--- config.mk ---
export PLATFORM = sky130hd
export DESIGN_NAME = crr_result_bank
export DESIGN_NICKNAME = d
export VERILOG_FILES = /design/src/hw/crr_pkg.sv /design/src/hw/crr_result_bank.sv /design/src/hw/crr_result_slot.sv
export SDC_FILE = /design/constraint.sdc
export NUM_CORES = 1
export LEC_CHECK = 0
export BUFFER_PORTS_ARGS = -buffer_cell sky130_fd_sc_hd__buf_2
export CORE_MARGIN = 5
export CORE_UTILIZATION = 24
export DETAILED_ROUTE_END_ITERATION = 8
export HOLD_SLACK_MARGIN = 0.06
export PLACE_DENSITY = 0.5
export SLEW_MARGIN = 20
export SYNTH_ARGS = -nofsm -noshare
export SYNTH_HDL_FRONTEND = slang
export SYNTH_SLANG_ARGS = --single-unit
--- constraint.sdc ---
create_clock -name core_clk -period 1.77 [get_ports core_clk]
set_clock_uncertainty 0.1 [all_clocks]
set_input_delay 0.354 -clock core_clk [delete_from_list [all_inputs] [get_ports core_clk]]
set_output_delay 0.354 -clock core_clk [all_outputs]
set_load 0.02 [all_outputs]
--- src/hw/crr_pkg.sv ---
// Package for the conversion result register bank.
// Assumes a 32-bit AXI4-Lite register bus and 10-bit conversion results.
package crr_pkg;

  // Result and register widths
  localparam int RES_W = 10;
  localparam int REG_W = 8;

  // Register indices; the byte address is four times the index
  localparam logic [7:0] IDX_TEMP_SUPPLY_LOW  = 8'h03;
  localparam logic [7:0] IDX_REMOTE_LOW       = 8'h04;
  localparam logic [7:0] IDX_SUPPLY_HIGH      = 8'h06;
  localparam logic [7:0] IDX_INT_TEMP_HIGH    = 8'h07;
  localparam logic [7:0] IDX_REMOTE_ONE_HIGH  = 8'h08;
  localparam logic [7:0] IDX_INPUT_TWO_HIGH   = 8'h09;
  localparam logic [7:0] IDX_INPUT_SELECT     = 8'h20;

  // Input select field positions in the select register
  localparam int SEL_LOW_POS  = 1;
  localparam int SEL_HIGH_POS = 2;

  // Reset values
  localparam logic [RES_W-1:0] RESULT_RST = 10'h000;
  localparam logic [1:0]       SELECT_RST = 2'h0;

  // AXI responses
  localparam logic [1:0] RESP_OKAY   = 2'h0;
  localparam logic [1:0] RESP_SLVERR = 2'h2;

endpackage : crr_pkg

--- src/hw/crr_result_bank.sv ---
// Conversion result register bank on an AXI4-Lite slave; read-only except the input select register.
// Assumes converter results arrive on core_clk with one-cycle load strobes.
`timescale 1ns/1ns

// Contract
// - Reg 0x03: temp low bits 1:0, supply 3:2
// - Reg 0x04: inputs two-four in pairs 3:2,5:4,7:6
// - Reg 0x04 bits 1:0 follow input select
// - Supply high holds bits 9:2, zero after reset
// - Internal temp high holds bits 9:2
// - Remote high holds selected result bits 9:2
// - Input two high holds bits 9:2
// - Other results read zero after reset
module crr_result_bank
  import crr_pkg::*;
(
  // Clock and reset
  input  wire logic             core_clk,
  input  wire logic             resetn,
  // Converter results, one strobe each
  input  wire logic             intTempLoad,
  input  wire logic [RES_W-1:0] intTempVal,
  input  wire logic             supplyLoad,
  input  wire logic [RES_W-1:0] supplyVal,
  input  wire logic             remoteTempLoad,
  input  wire logic [RES_W-1:0] remoteTempVal,
  input  wire logic [3:0]       inputLoad,
  input  wire logic [RES_W-1:0] inputVal [4],
  // AXI4-Lite write address
  input  wire logic             s_axi_awvalid,
  output logic                  s_axi_awready,
  input  wire logic [7:0]       s_axi_awaddr,
  // AXI4-Lite write data
  input  wire logic             s_axi_wvalid,
  output logic                  s_axi_wready,
  input  wire logic [31:0]      s_axi_wdata,
  input  wire logic [3:0]       s_axi_wstrb,
  // AXI4-Lite write response
  output logic                  s_axi_bvalid,
  input  wire logic             s_axi_bready,
  output logic      [1:0]       s_axi_bresp,
  // AXI4-Lite read address
  input  wire logic             s_axi_arvalid,
  output logic                  s_axi_arready,
  input  wire logic [7:0]       s_axi_araddr,
  // AXI4-Lite read data
  output logic                  s_axi_rvalid,
  input  wire logic             s_axi_rready,
  output logic      [31:0]      s_axi_rdata,
  output logic      [1:0]       s_axi_rresp
);

  // Stored results: 0 internal temp, 1 supply, 2 remote temp, 3..6 inputs
  localparam int NSLOT = 7;
  logic             slotLoad [NSLOT];
  logic [RES_W-1:0] slotIn   [NSLOT];
  logic [RES_W-1:0] slotVal  [NSLOT];

  // Input select, written by software
  logic [1:0]       select_q;
  logic             awHeld_q, wHeld_q;
  logic [7:0]       awAddr_q;
  logic [31:0]      wData_q;
  logic [3:0]       wStrb_q;
  logic             bvalid_q, rvalid_q;
  logic [1:0]       bresp_q, rresp_q;
  logic [31:0]      rdata_q;

  // Strobe and data routing to the result slots
  always_comb begin
    slotLoad[0] = intTempLoad;
    slotIn[0]   = intTempVal;
    slotLoad[1] = supplyLoad;
    slotIn[1]   = supplyVal;
    slotLoad[2] = remoteTempLoad;
    slotIn[2]   = remoteTempVal;
    for (int i = 0; i < 4; i++) begin
      slotLoad[3+i] = inputLoad[i];
      slotIn[3+i]   = inputVal[i];
    end
  end

  // Result storage, loaded only by the converter
  for (genvar g = 0; g < NSLOT; g++) begin : gSlot
    crr_result_slot #(
      .RST_VAL (RESULT_RST)
    ) uSlot (
      .core_clk (core_clk),
      .resetn   (resetn),
      .loadEn   (slotLoad[g]),
      .loadVal  (slotIn[g]),
      .value    (slotVal[g])
    );
  end

  // Remote selection: nonzero select picks the remote sensor
  logic             remoteSel;
  logic [RES_W-1:0] remoteRes;
  always_comb begin
    remoteSel = (select_q != SELECT_RST);
    remoteRes = remoteSel ? slotVal[2] : slotVal[3];
  end

  // Register read mux
  logic [7:0] rdByte;
  logic       rdHit;
  always_comb begin
    rdByte = 8'h00;
    rdHit  = 1'b1;
    case (s_axi_araddr[7:2])
      IDX_TEMP_SUPPLY_LOW[5:0]:
        rdByte = {4'h0, slotVal[1][1:0], slotVal[0][1:0]};
      IDX_REMOTE_LOW[5:0]:
        rdByte = {slotVal[6][1:0], slotVal[5][1:0],
                  slotVal[4][1:0], remoteRes[1:0]};
      IDX_SUPPLY_HIGH[5:0]:     rdByte = slotVal[1][9:2];
      IDX_INT_TEMP_HIGH[5:0]:   rdByte = slotVal[0][9:2];
      IDX_REMOTE_ONE_HIGH[5:0]: rdByte = remoteRes[9:2];
      IDX_INPUT_TWO_HIGH[5:0]:  rdByte = slotVal[4][9:2];
      IDX_INPUT_SELECT[5:0]:
        rdByte = {5'h00, select_q, 1'b0};
      default:                  rdHit  = 1'b0;
    endcase
  end

  // Write address and data capture, taken in either order
  always_ff @(posedge core_clk or negedge resetn) begin
    if (!resetn) begin
      awHeld_q <= 1'b0;
      awAddr_q <= 8'h00;
    end else if (s_axi_awvalid && s_axi_awready) begin
      awHeld_q <= 1'b1;
      awAddr_q <= s_axi_awaddr;
    end else if (awHeld_q && wHeld_q) begin
      awHeld_q <= 1'b0;
    end
  end

  always_ff @(posedge core_clk or negedge resetn) begin
    if (!resetn) begin
      wHeld_q <= 1'b0;
      wData_q <= 32'h0000_0000;
      wStrb_q <= 4'h0;
    end else if (s_axi_wvalid && s_axi_wready) begin
      wHeld_q <= 1'b1;
      wData_q <= s_axi_wdata;
      wStrb_q <= s_axi_wstrb;
    end else if (awHeld_q && wHeld_q) begin
      wHeld_q <= 1'b0;
    end
  end

  // Next hold and valid state, so the readies can come from flops
  logic awHeld_d, wHeld_d, bvalid_d, rvalid_d;
  logic awready_q, wready_q, arready_q;
  always_comb begin
    awHeld_d = awHeld_q;
    wHeld_d  = wHeld_q;
    bvalid_d = bvalid_q;
    rvalid_d = rvalid_q;
    if (s_axi_awvalid && s_axi_awready) begin
      awHeld_d = 1'b1;
    end else if (awHeld_q && wHeld_q) begin
      awHeld_d = 1'b0;
    end
    if (s_axi_wvalid && s_axi_wready) begin
      wHeld_d = 1'b1;
    end else if (awHeld_q && wHeld_q) begin
      wHeld_d = 1'b0;
    end
    if (awHeld_q && wHeld_q) begin
      bvalid_d = 1'b1;
    end else if (s_axi_bready) begin
      bvalid_d = 1'b0;
    end
    if (s_axi_arvalid && s_axi_arready) begin
      rvalid_d = 1'b1;
    end else if (s_axi_rready) begin
      rvalid_d = 1'b0;
    end
  end

  // Registered readies: refuse while a channel is held or answered
  always_ff @(posedge core_clk or negedge resetn) begin
    if (!resetn) begin
      awready_q <= 1'b1;
      wready_q  <= 1'b1;
      arready_q <= 1'b1;
    end else begin
      awready_q <= !awHeld_d && !bvalid_d;
      wready_q  <= !wHeld_d && !bvalid_d;
      arready_q <= !rvalid_d;
    end
  end

  // Write commit: only the select register is writable
  logic wrSel;
  assign wrSel = awHeld_q && wHeld_q &&
                 (awAddr_q[7:2] == IDX_INPUT_SELECT[5:0]);

  always_ff @(posedge core_clk or negedge resetn) begin
    if (!resetn) begin
      select_q <= SELECT_RST;
    end else if (wrSel && wStrb_q[0]) begin
      select_q <= wData_q[SEL_HIGH_POS:SEL_LOW_POS];
    end
  end

  // Write response; result offsets answer OKAY but store nothing
  always_ff @(posedge core_clk or negedge resetn) begin
    if (!resetn) begin
      bvalid_q <= 1'b0;
      bresp_q  <= RESP_OKAY;
    end else if (awHeld_q && wHeld_q) begin
      bvalid_q <= 1'b1;
      bresp_q  <= (awAddr_q[7:2] == IDX_INPUT_SELECT[5:0] ||
                   awAddr_q[7:2] <= IDX_INPUT_TWO_HIGH[5:0]) ?
                  RESP_OKAY : RESP_SLVERR;
    end else if (s_axi_bready) begin
      bvalid_q <= 1'b0;
    end
  end

  // Read channel: one cycle from address to data
  always_ff @(posedge core_clk or negedge resetn) begin
    if (!resetn) begin
      rvalid_q <= 1'b0;
      rdata_q  <= 32'h0000_0000;
      rresp_q  <= RESP_OKAY;
    end else if (s_axi_arvalid && s_axi_arready) begin
      rvalid_q <= 1'b1;
      rdata_q  <= {24'h000000, rdByte};
      rresp_q  <= rdHit ? RESP_OKAY : RESP_SLVERR;
    end else if (s_axi_rready) begin
      rvalid_q <= 1'b0;
    end
  end

  assign s_axi_awready = awready_q;
  assign s_axi_wready  = wready_q;
  assign s_axi_arready = arready_q;
  assign s_axi_bvalid  = bvalid_q;
  assign s_axi_bresp   = bresp_q;
  assign s_axi_rvalid  = rvalid_q;
  assign s_axi_rdata   = rdata_q;
  assign s_axi_rresp   = rresp_q;

  // Helper: read of a given offset in flight
  logic rdTake;
  assign rdTake = s_axi_arvalid && s_axi_arready;

  property p_low_pack;
    @(posedge core_clk) disable iff (!resetn)
    rdTake && s_axi_araddr[7:2] == IDX_TEMP_SUPPLY_LOW[5:0] |=>
      rdata_q[7:0] == {4'h0, $past(slotVal[1][1:0]),
                       $past(slotVal[0][1:0])};
  endproperty
  a_low_pack: assert property (p_low_pack)
    else $error("temp and supply low bits misplaced");

  property p_remote_low;
    @(posedge core_clk) disable iff (!resetn)
    rdTake && s_axi_araddr[7:2] == IDX_REMOTE_LOW[5:0] |=>
      rdata_q[7:2] == {$past(slotVal[6][1:0]), $past(slotVal[5][1:0]),
                       $past(slotVal[4][1:0])};
  endproperty
  a_remote_low: assert property (p_remote_low)
    else $error("input low bits misplaced");

  property p_sel_low;
    @(posedge core_clk) disable iff (!resetn)
    rdTake && s_axi_araddr[7:2] == IDX_REMOTE_LOW[5:0] |=>
      rdata_q[1:0] == ($past(select_q) != SELECT_RST ?
        $past(slotVal[2][1:0]) : $past(slotVal[3][1:0]));
  endproperty
  a_sel_low: assert property (p_sel_low)
    else $error("selected low bits wrong");

  property p_supply_high;
    @(posedge core_clk) disable iff (!resetn)
    rdTake && s_axi_araddr[7:2] == IDX_SUPPLY_HIGH[5:0] |=>
      rdata_q == {24'h000000, $past(slotVal[1][9:2])};
  endproperty
  a_supply_high: assert property (p_supply_high)
    else $error("supply high byte wrong");

  property p_temp_high;
    @(posedge core_clk) disable iff (!resetn)
    rdTake && s_axi_araddr[7:2] == IDX_INT_TEMP_HIGH[5:0] |=>
      rdata_q == {24'h000000, $past(slotVal[0][9:2])};
  endproperty
  a_temp_high: assert property (p_temp_high)
    else $error("temperature high byte wrong");

  property p_temp_load;
    @(posedge core_clk) disable iff (!resetn)
    intTempLoad |=> slotVal[0] == $past(intTempVal);
  endproperty
  a_temp_load: assert property (p_temp_load)
    else $error("temperature result not stored");

  property p_remote_high;
    @(posedge core_clk) disable iff (!resetn)
    rdTake && s_axi_araddr[7:2] == IDX_REMOTE_ONE_HIGH[5:0] |=>
      rdata_q[7:0] == ($past(remoteSel) ? $past(slotVal[2][9:2])
                                        : $past(slotVal[3][9:2]));
  endproperty
  a_remote_high: assert property (p_remote_high)
    else $error("remote high byte wrong");

  property p_in2_high;
    @(posedge core_clk) disable iff (!resetn)
    rdTake && s_axi_araddr[7:2] == IDX_INPUT_TWO_HIGH[5:0] |=>
      rdata_q[7:0] == $past(slotVal[4][9:2]) && rresp_q == RESP_OKAY;
  endproperty
  a_in2_high: assert property (p_in2_high)
    else $error("input two high byte wrong");

  property p_reset_zero;
    @(posedge core_clk) disable iff (!resetn)
    $rose(resetn) |-> slotVal[0] == RESULT_RST &&
      slotVal[4] == RESULT_RST && slotVal[2] == RESULT_RST &&
      slotVal[3] == RESULT_RST && slotVal[5] == RESULT_RST &&
      slotVal[6] == RESULT_RST;
  endproperty
  a_reset_zero: assert property (p_reset_zero)
    else $error("result not zero after reset");

  property p_write_inert;
    @(posedge core_clk) disable iff (!resetn)
    awHeld_q && wHeld_q && !intTempLoad |=>
      slotVal[0] == $past(slotVal[0]);
  endproperty
  a_write_inert: assert property (p_write_inert)
    else $error("write changed a stored result");

  property p_inputs_inert;
    @(posedge core_clk) disable iff (!resetn)
    inputLoad == 4'h0 |=>
      slotVal[3] == $past(slotVal[3]) && slotVal[6] == $past(slotVal[6]);
  endproperty
  a_inputs_inert: assert property (p_inputs_inert)
    else $error("input result changed without a load");

  // Registered read and write-address readies must track the hold and valid state
  property p_ready_track;
    @(posedge core_clk) disable iff (!resetn)
    s_axi_arready == !s_axi_rvalid &&
      s_axi_awready == (!awHeld_q && !bvalid_q);
  endproperty
  a_ready_track: assert property (p_ready_track)
    else $error("ready out of step with channel state");

  c_read: cover property (@(posedge core_clk) disable iff (!resetn)
    rvalid_q && s_axi_rready && rresp_q == RESP_OKAY);
  c_write: cover property (@(posedge core_clk) disable iff (!resetn)
    bvalid_q && s_axi_bready);
  c_select: cover property (@(posedge core_clk) disable iff (!resetn)
    wrSel ##1 remoteSel);
  c_slverr: cover property (@(posedge core_clk) disable iff (!resetn)
    rvalid_q && rresp_q == RESP_SLVERR);

endmodule : crr_result_bank

--- src/hw/crr_result_slot.sv ---
// One conversion result holder with its own load strobe.
// Assumes result and strobe come from converter logic on core_clk.
`timescale 1ns/1ns
module crr_result_slot
  import crr_pkg::*;
#(
  parameter logic [RES_W-1:0] RST_VAL = RESULT_RST
) (
  // Clock and reset
  input  wire logic             core_clk,
  input  wire logic             resetn,
  // Converter side
  input  wire logic             loadEn,
  input  wire logic [RES_W-1:0] loadVal,
  // Stored result
  output logic      [RES_W-1:0] value
);

  logic [RES_W-1:0] value_q;

  // Holds the last completed conversion
  always_ff @(posedge core_clk or negedge resetn) begin
    if (!resetn) begin
      value_q <= RST_VAL;
    end else if (loadEn) begin
      value_q <= loadVal;
    end
  end

  assign value = value_q;

endmodule : crr_result_slot

==> key figures, run 1 <==
Synth
  • Adder-Cell Fraction of Synth Area: 0
  • Syn Area/Cell: 12.2 µm²
  • Synthesized area: 3800 µm²
  • Top-count cell post-synth: dfrtp_1
  • Synth Area in Compound Gates: 0.0849
  • Synth unique cells: 42
  • Post-synthesis mux area share: 0.219
  • Top cells by count, synth: dfrtp_1, mux2_2, buf_4, nand2_1, o21ai_0
  • Top FF cell, synth: dfrtp_1
  • Register bit count reported by yosys: 82
  • Post-Syn Instances: 311
  • EDFF count, synth: 0
  • Synth area leader: dfrtp_1
  • Post-Synth Simple-Gate Area: 0.0790
  • Main area contributors after synthesis: dfrtp_1, mux2_2, buf_4
  • Share of the synthesized area in the top cell type: 0.520
  • Synth Area in XOR/XNOR: 0
  • Total of warnings raised by yosys: 0
  • Asr flop ratio synth: 1.00
  • Register area share after synthesis: 0.541
  • Largest family of logic cells by synthesized area: multiplexers

Critical path
  • R2r startpoint: select_q[1]$_DFFE_PN0P_
  • Worst path cell trace: nor2_4 -> mux2i_1 -> o2bb2ai_1 -> a221o_1 -> a22o_1
  • Setup crit end kind: flop
  • Setup CP Type: flop to flop
  • CP Launch Type: flop
  • Worst endpoint required time: 1.91 ns
  • Slowest-stage cell, CP: dfrtp_1
  • Worst r2r dst: s_axi_rdata[0]$_DFFE_PN0P_
  • Max FO, Critical Path: 5
  • R2R depth: 5
  • Worst EP arrival: 1.86 ns
  • R2R Setup Slk: 0.05 ns
  • Critical Path Max Stage Delay: 0.41 ns

Clock network
  • CTS H-Tree Depth: 3
  • Root Buffer: clkbuf_16
  • CTS Buffer Depth: 2
  • CTS Buf Count: 9
  • CTS tree: yes
  • Clk_lat worst skew: 0.35 ns
  • Clock tree sinks: 82
  • Clock slew at reported path FFs: 0.07 ns

Place
  • Cells after DPL: 635
  • Area after DPL: 4580 µm²
  • # port buffers: 97
  • DP HPWL: 8100 µm
  • Final GP Congestion: 0.756

STA
  • Fin. Hold Viols: 0
  • Final worst path period share: 0.971
  • Unrepaired setup endpoints after global routing: yes
  • Hold_ws: 0.136 ns
  • Max Clock Freq: 0.582 GHz
  • Final max-slew violation count: 0
  • Setup violations, final: 0
  • Minimum clock period: 1.72 ns

Floorplanning
  • Site row count: 46
  • Die X: 136 µm
  • Starting Density: 0.242
  • Die area: 18500 µm²
  • Core footprint: 15700 µm²
  • I/O pins: 177
  • Die Ht: 136 µm

GRT
  • Initial antenna violation count: 1
  • Number of global-route vias before repair: 2957
  • Pin count of the biggest net entering global routing: 43
  • First-pass GRT wire length: 16000 µm
  • Grt total ovfl: 0
  • GR Util All Layers: 0.115

Pwr
  • Pwr Total: 5.40 mW
  • Power per cell area: 1100 nW/µm²
  • Leakage: 2.27 nW
  • Maximum VDD drop: 643 µV

Drt
  • 1st-iter DRT viols: 109
  • Post-route ant nets: 0
  • DRC viols: 0
  • Overall routed net length: 10200 µm
  • Wire length per cell: 15.6 µm
  • Via density: 4.16
  • Pre-antenna DRT Iters: 4
  • Routed vias: 2721

Cells and area
  • Final net count: 568
  • Finished Cell Area: 4900 µm²
  • Layout cells sized above 1: 0.494
  • Area Overhead vs Synth: 28.9%
  • Final design utilization: 0.312
  • Cell Count, Final, Fillers Out: 654

Hold path
  • Hold WC Path Type: input pin to flop
  • Hold Crit Depth: 2
  • Sink of the worst hold path: gSlot[6].uSlot.value[0]$_DFFE_PN0P_
  • HP Start: inputVal[0]

Flow run
  • Maxcap violations: 0

Run status
  • Status: completed
-- placed cells by master, fill, tap and decap left out, types with 8 or more instances in the layout --
cell type  Yosys  layout
buf_2          1      96
dfrtp_1       79      79
mux2_2        66      66
conb_1         1      26
nand2_1       24      24
buf_4         26      24
o21ai_0       20      19
nor2_1        12      12
a21oi_1        9       9
clkbuf_16      0       9
mux2i_1        9       8
-- critical path: cells and delay by family (launching register included) --
kind	cells	cell delay, ns
AND/OR/NAND/NOR	1	0.21
AO/OA/AOI/OAI	3	0.59
multiplexers	1	0.31
flip-flops	1	0.41
-- metal layers --
metal,wire length [µm],up-vias,track usage
met4,180,2,0.0454
li1,-,1301,-
met5,13,-,0
met1,4450,1313,0.145
met2,4800,90,0.184
met3,758,15,0.0355
-- cells by family (layout without fill, tap and decap cells) --
group | after synthesis | count (layout)
AOI/OAI and AO/OA | 52 | 52
other | 1 | 27
DFF | 82 | 82
and+or+nand+nor | 57 | 57
buffers and inverters | 44 | 145
muxes | 75 | 75
-- cell type report --
class                      instances  area (µm²)
antenna                            1        2.50
clock buffer                      10         239
clock inverter                     6        47.5
fill                            1647       10800
tap                              216         270
inverter                           7        26.3
sequential                        82        2060
multi-input combinational        210        1570
timing repair buffer             122         691
-- sequential cells by signal (all words and copies together), names as in the netlist --
| name | cells |
|---|---|
| awAddr_q | 6 |
| awHeld_q | 1 |
| gSlot.uSlot.value | 54 |
| s_axi_arready | 1 |
| s_axi_awready | 1 |
| s_axi_bresp | 1 |
| s_axi_bvalid | 1 |
| s_axi_rdata | 8 |
| s_axi_rresp | 1 |
| s_axi_rvalid | 1 |
| s_axi_wready | 1 |
| select_q | 2 |
| wData_q | 2 |
| wHeld_q | 1 |
| wStrb_q | 1 |
-- power breakdown --
part           total [mW]  internal (mW)  switching (mW)
sequential           2.42           2.22           0.196
clock                1.81           1.00           0.802
combinational        1.18          0.557           0.619
-- stage by stage --
stage / worst slack, ns / setup TNS [ns]
floorplan: -0.00537 / -0.00537
global placement: -0.270 / -1.66
detailed placement: -0.343 / -1.89
CTS: 0.00863 / 0
global route: -0.0549 / -0.0681
finish: 0.0520 / 0
-- worst max-delay path by stage --
stage,start,end,slack (ns),cells after the start
finish,select_q[1]$_DFFE_PN0P_,s_axi_rdata[0]$_DFFE_PN0P_,0.05,5
global route,select_q[1]$_DFFE_PN0P_,s_axi_rdata[0]$_DFFE_PN0P_,-0.05,5
CTS,select_q[1]$_DFFE_PN0P_,s_axi_rdata[6]$_DFFE_PN0P_,0.009,5
detailed placement,s_axi_araddr[7],s_axi_rdata[6]$_DFFE_PN0P_,-0.34,7
global placement,s_axi_araddr[4],s_axi_rdata[6]$_DFFE_PN0P_,-0.27,6
floorplan,s_axi_araddr[5],s_axi_rdata[0]$_DFFE_PN0P_,-0.005,7
-- what timing repair did --
action	4_1_cts	5_1_grt
setup endpoints to repair	3	3
buffers inserted	0	1
pin swaps	1	1
hold buffers	1	0
resized for setup	4	1
hold endpoints to repair	51	0
(Power assumes the default switching activity.)
==> run 2: changes to the inputs <==
--- a/config.mk
+++ b/config.mk
@@ -5,12 +5,14 @@
 export SDC_FILE = /design/constraint.sdc
 export NUM_CORES = 1
 export LEC_CHECK = 0
+export ABC_CLOCK_PERIOD_IN_PS = 1770
 export BUFFER_PORTS_ARGS = -buffer_cell sky130_fd_sc_hd__buf_2
 export CORE_MARGIN = 5
 export CORE_UTILIZATION = 24
 export DETAILED_ROUTE_END_ITERATION = 8
 export HOLD_SLACK_MARGIN = 0.06
 export PLACE_DENSITY = 0.5
+export REMOVE_ABC_BUFFERS = 1
 export SLEW_MARGIN = 20
 export SYNTH_ARGS = -nofsm -noshare
 export SYNTH_HDL_FRONTEND = slang
==> run 2 against run 1 <==
  * Non-clock buffer count up 3
  * Fmax up 2.1%
  * Design area up 1.3%
  * Power up 4.1%
  * Sequential share of layout area down 0.53 points
  * Routed wire length down 1.3%
  * Via count up 2.3%
  * Combinational power about the same
  * Utilization up 0.40 points
  * Die area unchanged
==> key figures, run 2 (synthesized netlist as in run 1, its figures left out) <==
Cells and area
  • Layout fillers: 1645
  • Area of the multi-input gates: 1570 µm²
  • Final net count: 571
  • Layout cells sized above 1: 0.495
  • Most frequent cells in the layout: buf_2, dfrtp_1, mux2_2, buf_4, conb_1
  • Area Overhead vs Synth: 30.5%
  • Reg area: 2060 µm²
  • Largest register FFs: 54
  • Final design utilization: 0.316
  • Cell Count, Final, Fillers Out: 657
  • Commonest non-fill, non-tap cell in the layout: buf_2

STA
  • Minimum clock period: 1.68 ns
  • Final max-slew violation count: 0
  • Max Clock Freq: 0.595 GHz
  • Hold_ws: 0.136 ns
  • Fin. Hold Viols: 0
  • Worst Slack Setup Final: 0.0882 ns
  • Unrepaired setup endpoints after global routing: no
  • Setup violations, final: 0
  • Final worst path period share: 0.950

Drt
  • Via density: 4.24
  • Wire length per cell: 15.3 µm
  • Overall routed net length: 10100 µm
  • DRC viols: 0
  • Post-route ant nets: 0
  • Routed vias: 2783
  • 1st-iter DRT viols: 97
  • Pre-antenna DRT Iters: 4

Pwr
  • Leakage: 2.31 nW
  • Maximum VDD drop: 684 µV
  • Power per cell area: 1130 nW/µm²
  • Pwr Total: 5.62 mW

Critical path
  • Slowest-stage cell, CP: dfrtp_1
  • CP Launch Type: flop
  • Worst endpoint required time: 1.91 ns
  • Setup crit end kind: flop
  • Max FO, Critical Path: 4
  • R2r startpoint: select_q[1]$_DFFE_PN0P_
  • Worst path cell trace: nor2_4 -> mux2i_2 -> o21ai_0 -> a221o_1 -> a22o_1
  • Critical Path Start: select_q[1]$_DFFE_PN0P_
  • Worst EP arrival: 1.82 ns
  • Critical Path Max Stage Delay: 0.40 ns
  • Setup CP Type: flop to flop

Clock network
  • Clk_lat worst skew: 0.34 ns
  • Clock slew at reported path FFs: 0.06 ns
  • Root Buffer: clkbuf_16
  • CTS Buf Count: 9
  • CTS Buffer Depth: 2
  • CTS tree: yes
  • Clock tree sinks: 82
  • CTS H-Tree Depth: 3

GRT
  • First-pass GRT wire length: 16100 µm
  • Number of global-route vias before repair: 3066
  • Pin count of the biggest net entering global routing: 32
  • Grt total ovfl: 0
  • GR Util All Layers: 0.116
  • Initial antenna violation count: 5

Floorplanning
  • Die area: 18500 µm²
  • Starting Density: 0.242
  • Core footprint: 15700 µm²
  • I/O pins: 177
  • Die Ht: 136 µm
  • Site row count: 46
  • Die X: 136 µm

Place
  • DP HPWL: 8050 µm
  • Cells after DPL: 639
  • # port buffers: 97
  • Final GP Congestion: 0.749
  • Setup WS pre-CTS: -0.290 ns

Hold path
  • HP Start: inputVal[1]
  • Hold WC Path Type: input pin to flop

Run status
  • Status: completed

Flow run
  • Maxcap violations: 0
-- run 2: cell types whose count changed in the layout (fill, tap and decap cells not counted), sizes merged --
cell,change
clkinvlp,-1
buf,+3
clkbuf,+2
bufinv,+2
inv,-3
-- run 2: what timing repair did --
item | 4_1_cts | 5_1_grt
hold buffers | 1 | 0
gates resized for setup | 2 | 1
hold endpoints to repair | 27 | 0
endpoints found under the setup margin | 1 | 1
buffers inserted | 0 | 0
-- run 2: through the flow --
| step | instance area [µm²] | setup TNS (ns) |
|---|---|---|
| after floorplan | 3640 | 0 |
| after global placement | 4610 | -1.47 |
| after detailed placement | 4610 | -1.68 |
| after CTS | 4960 | 0 |
| after global routing | 4960 | 0 |
| final | 4960 | 0 |
-- run 2: path summary, 6_finish.rpt --
check | to | slack, ns | cells after the start
setup / recovery | s_axi_rdata[0]$_DFFE_PN0P_ | 0.09 | 5
hold / removal | gSlot[6].uSlot.value[1]$_DFFE_PN0P_ | 0.14 | 2
setup reg to reg | s_axi_rdata[0]$_DFFE_PN0P_ | 0.09 | 5
hold reg to reg | s_axi_rdata[4]$_DFFE_PN0P_ | 0.39 | 2
max in group asynchronous | gSlot[5].uSlot.value[1]$_DFFE_PN0P_ | 0.60 | 3
min in group asynchronous | gSlot[0].uSlot.value[5]$_DFFE_PN0P_ | 0.40 | 2
-- run 2: layer usage --
metal,GRT usage,wire (µm)
met4,0.0370,197
met2,0.187,4670
met1,0.137,4170
met3,0.0533,950
met5,0,78
-- run 2: where the power goes --
part	internal (mW)	total, mW	switching, mW
clock	1.31	2.04	0.732
sequential	2.22	2.42	0.196
combinational	0.547	1.16	0.611
total	4.08	5.62	1.54
-- run 2: area by class of cell --
cell class / instances / share of cell area
Clock inverter: 4 / 0.0149
Clock buffer: 12 / 0.0517
Multi-Input combinational cell: 210 / 0.315
Timing Repair Buffer: 125 / 0.144
Sequential cell: 82 / 0.414
Tap cell: 216 / 0.0544
Inverter: 7 / 0.00529
Antenna cell: 1 / 0.000504
-- run 2: worst max-delay path: cells and delay by family (launching register included) --
kind | cells | cell delay [ns]
DFF | 1 | 0.40
muxes | 1 | 0.27
AOI/OAI and AO/OA | 3 | 0.61
and+or+nand+nor | 1 | 0.19
==> run 3: changes to the inputs <==
--- a/config.mk
+++ b/config.mk
@@ -11,7 +11,7 @@
 export CORE_UTILIZATION = 24
 export DETAILED_ROUTE_END_ITERATION = 8
 export HOLD_SLACK_MARGIN = 0.06
-export PLACE_DENSITY = 0.5
+export PLACE_DENSITY_LB_ADDON = 0.2
 export REMOVE_ABC_BUFFERS = 1
 export SLEW_MARGIN = 20
 export SYNTH_ARGS = -nofsm -noshare
==> run 3 against run 2 <==
  * Routed wire length is 1.0% higher
  * Highest routed layer is now met4
  * Clock power rose by 3%
  * Critical endpoint unchanged
  * Largest power group unchanged
  * Critical path depth is the same
  * Fmax down 2.0%
  * Flip-flop and latch count stayed put
  * Register-to-register slack got worse by 0.03 ns
  * Largest cell class unchanged
  * Final cell count increased by 0.30%
==> key figures, run 3 (synthesized netlist as in run 1, its figures left out) <==
Clock network
  • CTS Buffer Depth: 2
  • Post-CTS Setup Inserts: 0
  • CTS tree: yes
  • Clock slew at reported path FFs: 0.06 ns
  • CTS H-Tree Depth: 3
  • Root Buffer: clkbuf_16
  • Clock tree sinks: 82
  • Clk_lat worst skew: 0.34 ns
  • CTS Buf Count: 9

Floorplanning
  • I/O pins: 177
  • Die area: 18500 µm²
  • Core footprint: 15700 µm²
  • Die Ht: 136 µm
  • Site row count: 46
  • Die X: 136 µm
  • Starting Density: 0.242

Critical path
  • Worst endpoint required time: 1.91 ns
  • Setup CP Type: flop to flop
  • CP Launch Type: flop
  • Critical Path Start: select_q[0]$_DFFE_PN0P_
  • R2r startpoint: select_q[0]$_DFFE_PN0P_
  • WP buf/inv: 0
  • Worst path cell trace: nor2_4 -> mux2i_2 -> o21ai_1 -> a221o_1 -> a22o_1
  • Max FO, Critical Path: 6
  • Critical Path Max Stage Delay: 0.40 ns
  • Setup crit end kind: flop
  • CP top delay family: compound AO/OA/AOI/OAI gates
  • Slowest-stage cell, CP: dfrtp_1
  • Worst EP arrival: 1.85 ns

Drt
  • Via density: 4.16
  • Overall routed net length: 10200 µm
  • 1st-iter DRT viols: 79
  • DRC viols: 0
  • Routed vias: 2744
  • Post-route ant nets: 0
  • Pre-antenna DRT Iters: 4
  • Wire length per cell: 15.4 µm

STA
  • Fin. Hold Viols: 0
  • Final worst path period share: 0.970
  • Worst Slack Setup Final: 0.0536 ns
  • Final TNS setup: 0 ns
  • Setup violations, final: 0
  • Minimum clock period: 1.72 ns
  • Final max-slew violation count: 0
  • Unrepaired setup endpoints after global routing: yes
  • Max Clock Freq: 0.583 GHz

Hold path
  • Hold WC Path Type: input pin to flop
  • HP Start: remoteTempVal[3]

Cells and area
  • Layout cells sized above 1: 0.503
  • Final design utilization: 0.319
  • Layout fillers: 1619
  • Diodes inserted: 0
  • Area Overhead vs Synth: 31.9%
  • Commonest non-fill, non-tap cell in the layout: buf_2
  • Most frequent cells in the layout: buf_2, dfrtp_1, mux2_2, buf_4, conb_1
  • Area of the multi-input gates: 1570 µm²
  • Final net count: 574
  • Largest register FFs: 54
  • Reg area: 2060 µm²

Flow run
  • Maxcap violations: 0

Place
  • Setup WS pre-CTS: -0.328 ns
  • Final GP Congestion: 0.773
  • DP HPWL: 8030 µm
  • # port buffers: 97

Pwr
  • Leakage: 2.33 nW
  • Sequential fraction of design power: 0.425
  • Net Sw Power: 1.55 mW
  • Sw frac: 0.273
  • Pint: 4.14 mW
  • Power per cell area: 1140 nW/µm²
  • Pwr Total: 5.69 mW
  • Clock power share: 0.369
  • Maximum VDD drop: 739 µV
  • Combinational Power Share: 0.206

GRT
  • GR Util All Layers: 0.114
  • Grt total ovfl: 0
  • Number of global-route vias before repair: 2874
  • Initial antenna violation count: 0
  • First-pass GRT wire length: 15600 µm
  • Pin count of the biggest net entering global routing: 34

Run status
  • Status: completed
run 3: stage by stage:
step / hold slack (ns) / cells / cell area (µm²)
after floorplan: -0.0416 / 299 / 3640
after global placement: 0.182 / 643 / 4650
after detailed placement: 0.188 / 643 / 4650
after CTS: 0.120 / 660 / 5010
after global routing: 0.131 / 659 / 5010
final: 0.137 / 659 / 5010
run 3: worst min-delay path, cell delays in order:
cell	delay, ns
buf_2	0.08
nand2_1	0.05
o21ai_0	0.06
run 3: worst paths after layout:
| kind | to | cells after the start | slack, ns |
|---|---|---|---|
| min in group asynchronous | s_axi_bvalid$_DFF_PN0_ | 2 | 0.35 |
| max in group asynchronous | s_axi_arready$_DFF_PN1_ | 3 | 0.66 |
| min | gSlot[2].uSlot.value[3]$_DFFE_PN0P_ | 3 | 0.14 |
| max | s_axi_rdata[0]$_DFFE_PN0P_ | 5 | 0.05 |
| max reg2reg | s_axi_rdata[0]$_DFFE_PN0P_ | 5 | 0.05 |
| min reg2reg | s_axi_rdata[4]$_DFFE_PN0P_ | 2 | 0.39 |
run 3: power groups by stage:
stage,registers (mW),logic (mW),clock network [mW]
2_1_floorplan,2.48,0.616,0
3_3_place_gp,2.43,1.16,0
3_5_place_dp,2.44,1.18,0
4_1_cts,2.42,1.19,2.18
5_1_grt,2.46,1.30,2.25
6_report,2.42,1.17,2.10
run 3: final cells by class:
cell class              count  area share
clock buffers              12      0.0532
clock inverters             4      0.0145
inverters                   7     0.00524
multi-input cells         210       0.314
flip-flops and latches     82       0.410
well taps                 216      0.0539
repair buffers            128       0.149
run 3: per-layer routing:
| metal | wire, µm | track usage |
|---|---|---|
| met5 | 0 | 0 |
| met2 | 4860 | 0.180 |
| met1 | 4400 | 0.141 |
| met4 | 248 | 0.0493 |
| met3 | 666 | 0.0385 |
run 3: repair_timing:
| item | in CTS | in global routing |
|---|---|---|
| hold buffers | 1 | 0 |
| setup endpoints to repair | 2 | 5 |
| resized for setup | 2 | 4 |
| endpoints found under the hold margin | 19 | 0 |
| pin swaps | 0 | 6 |
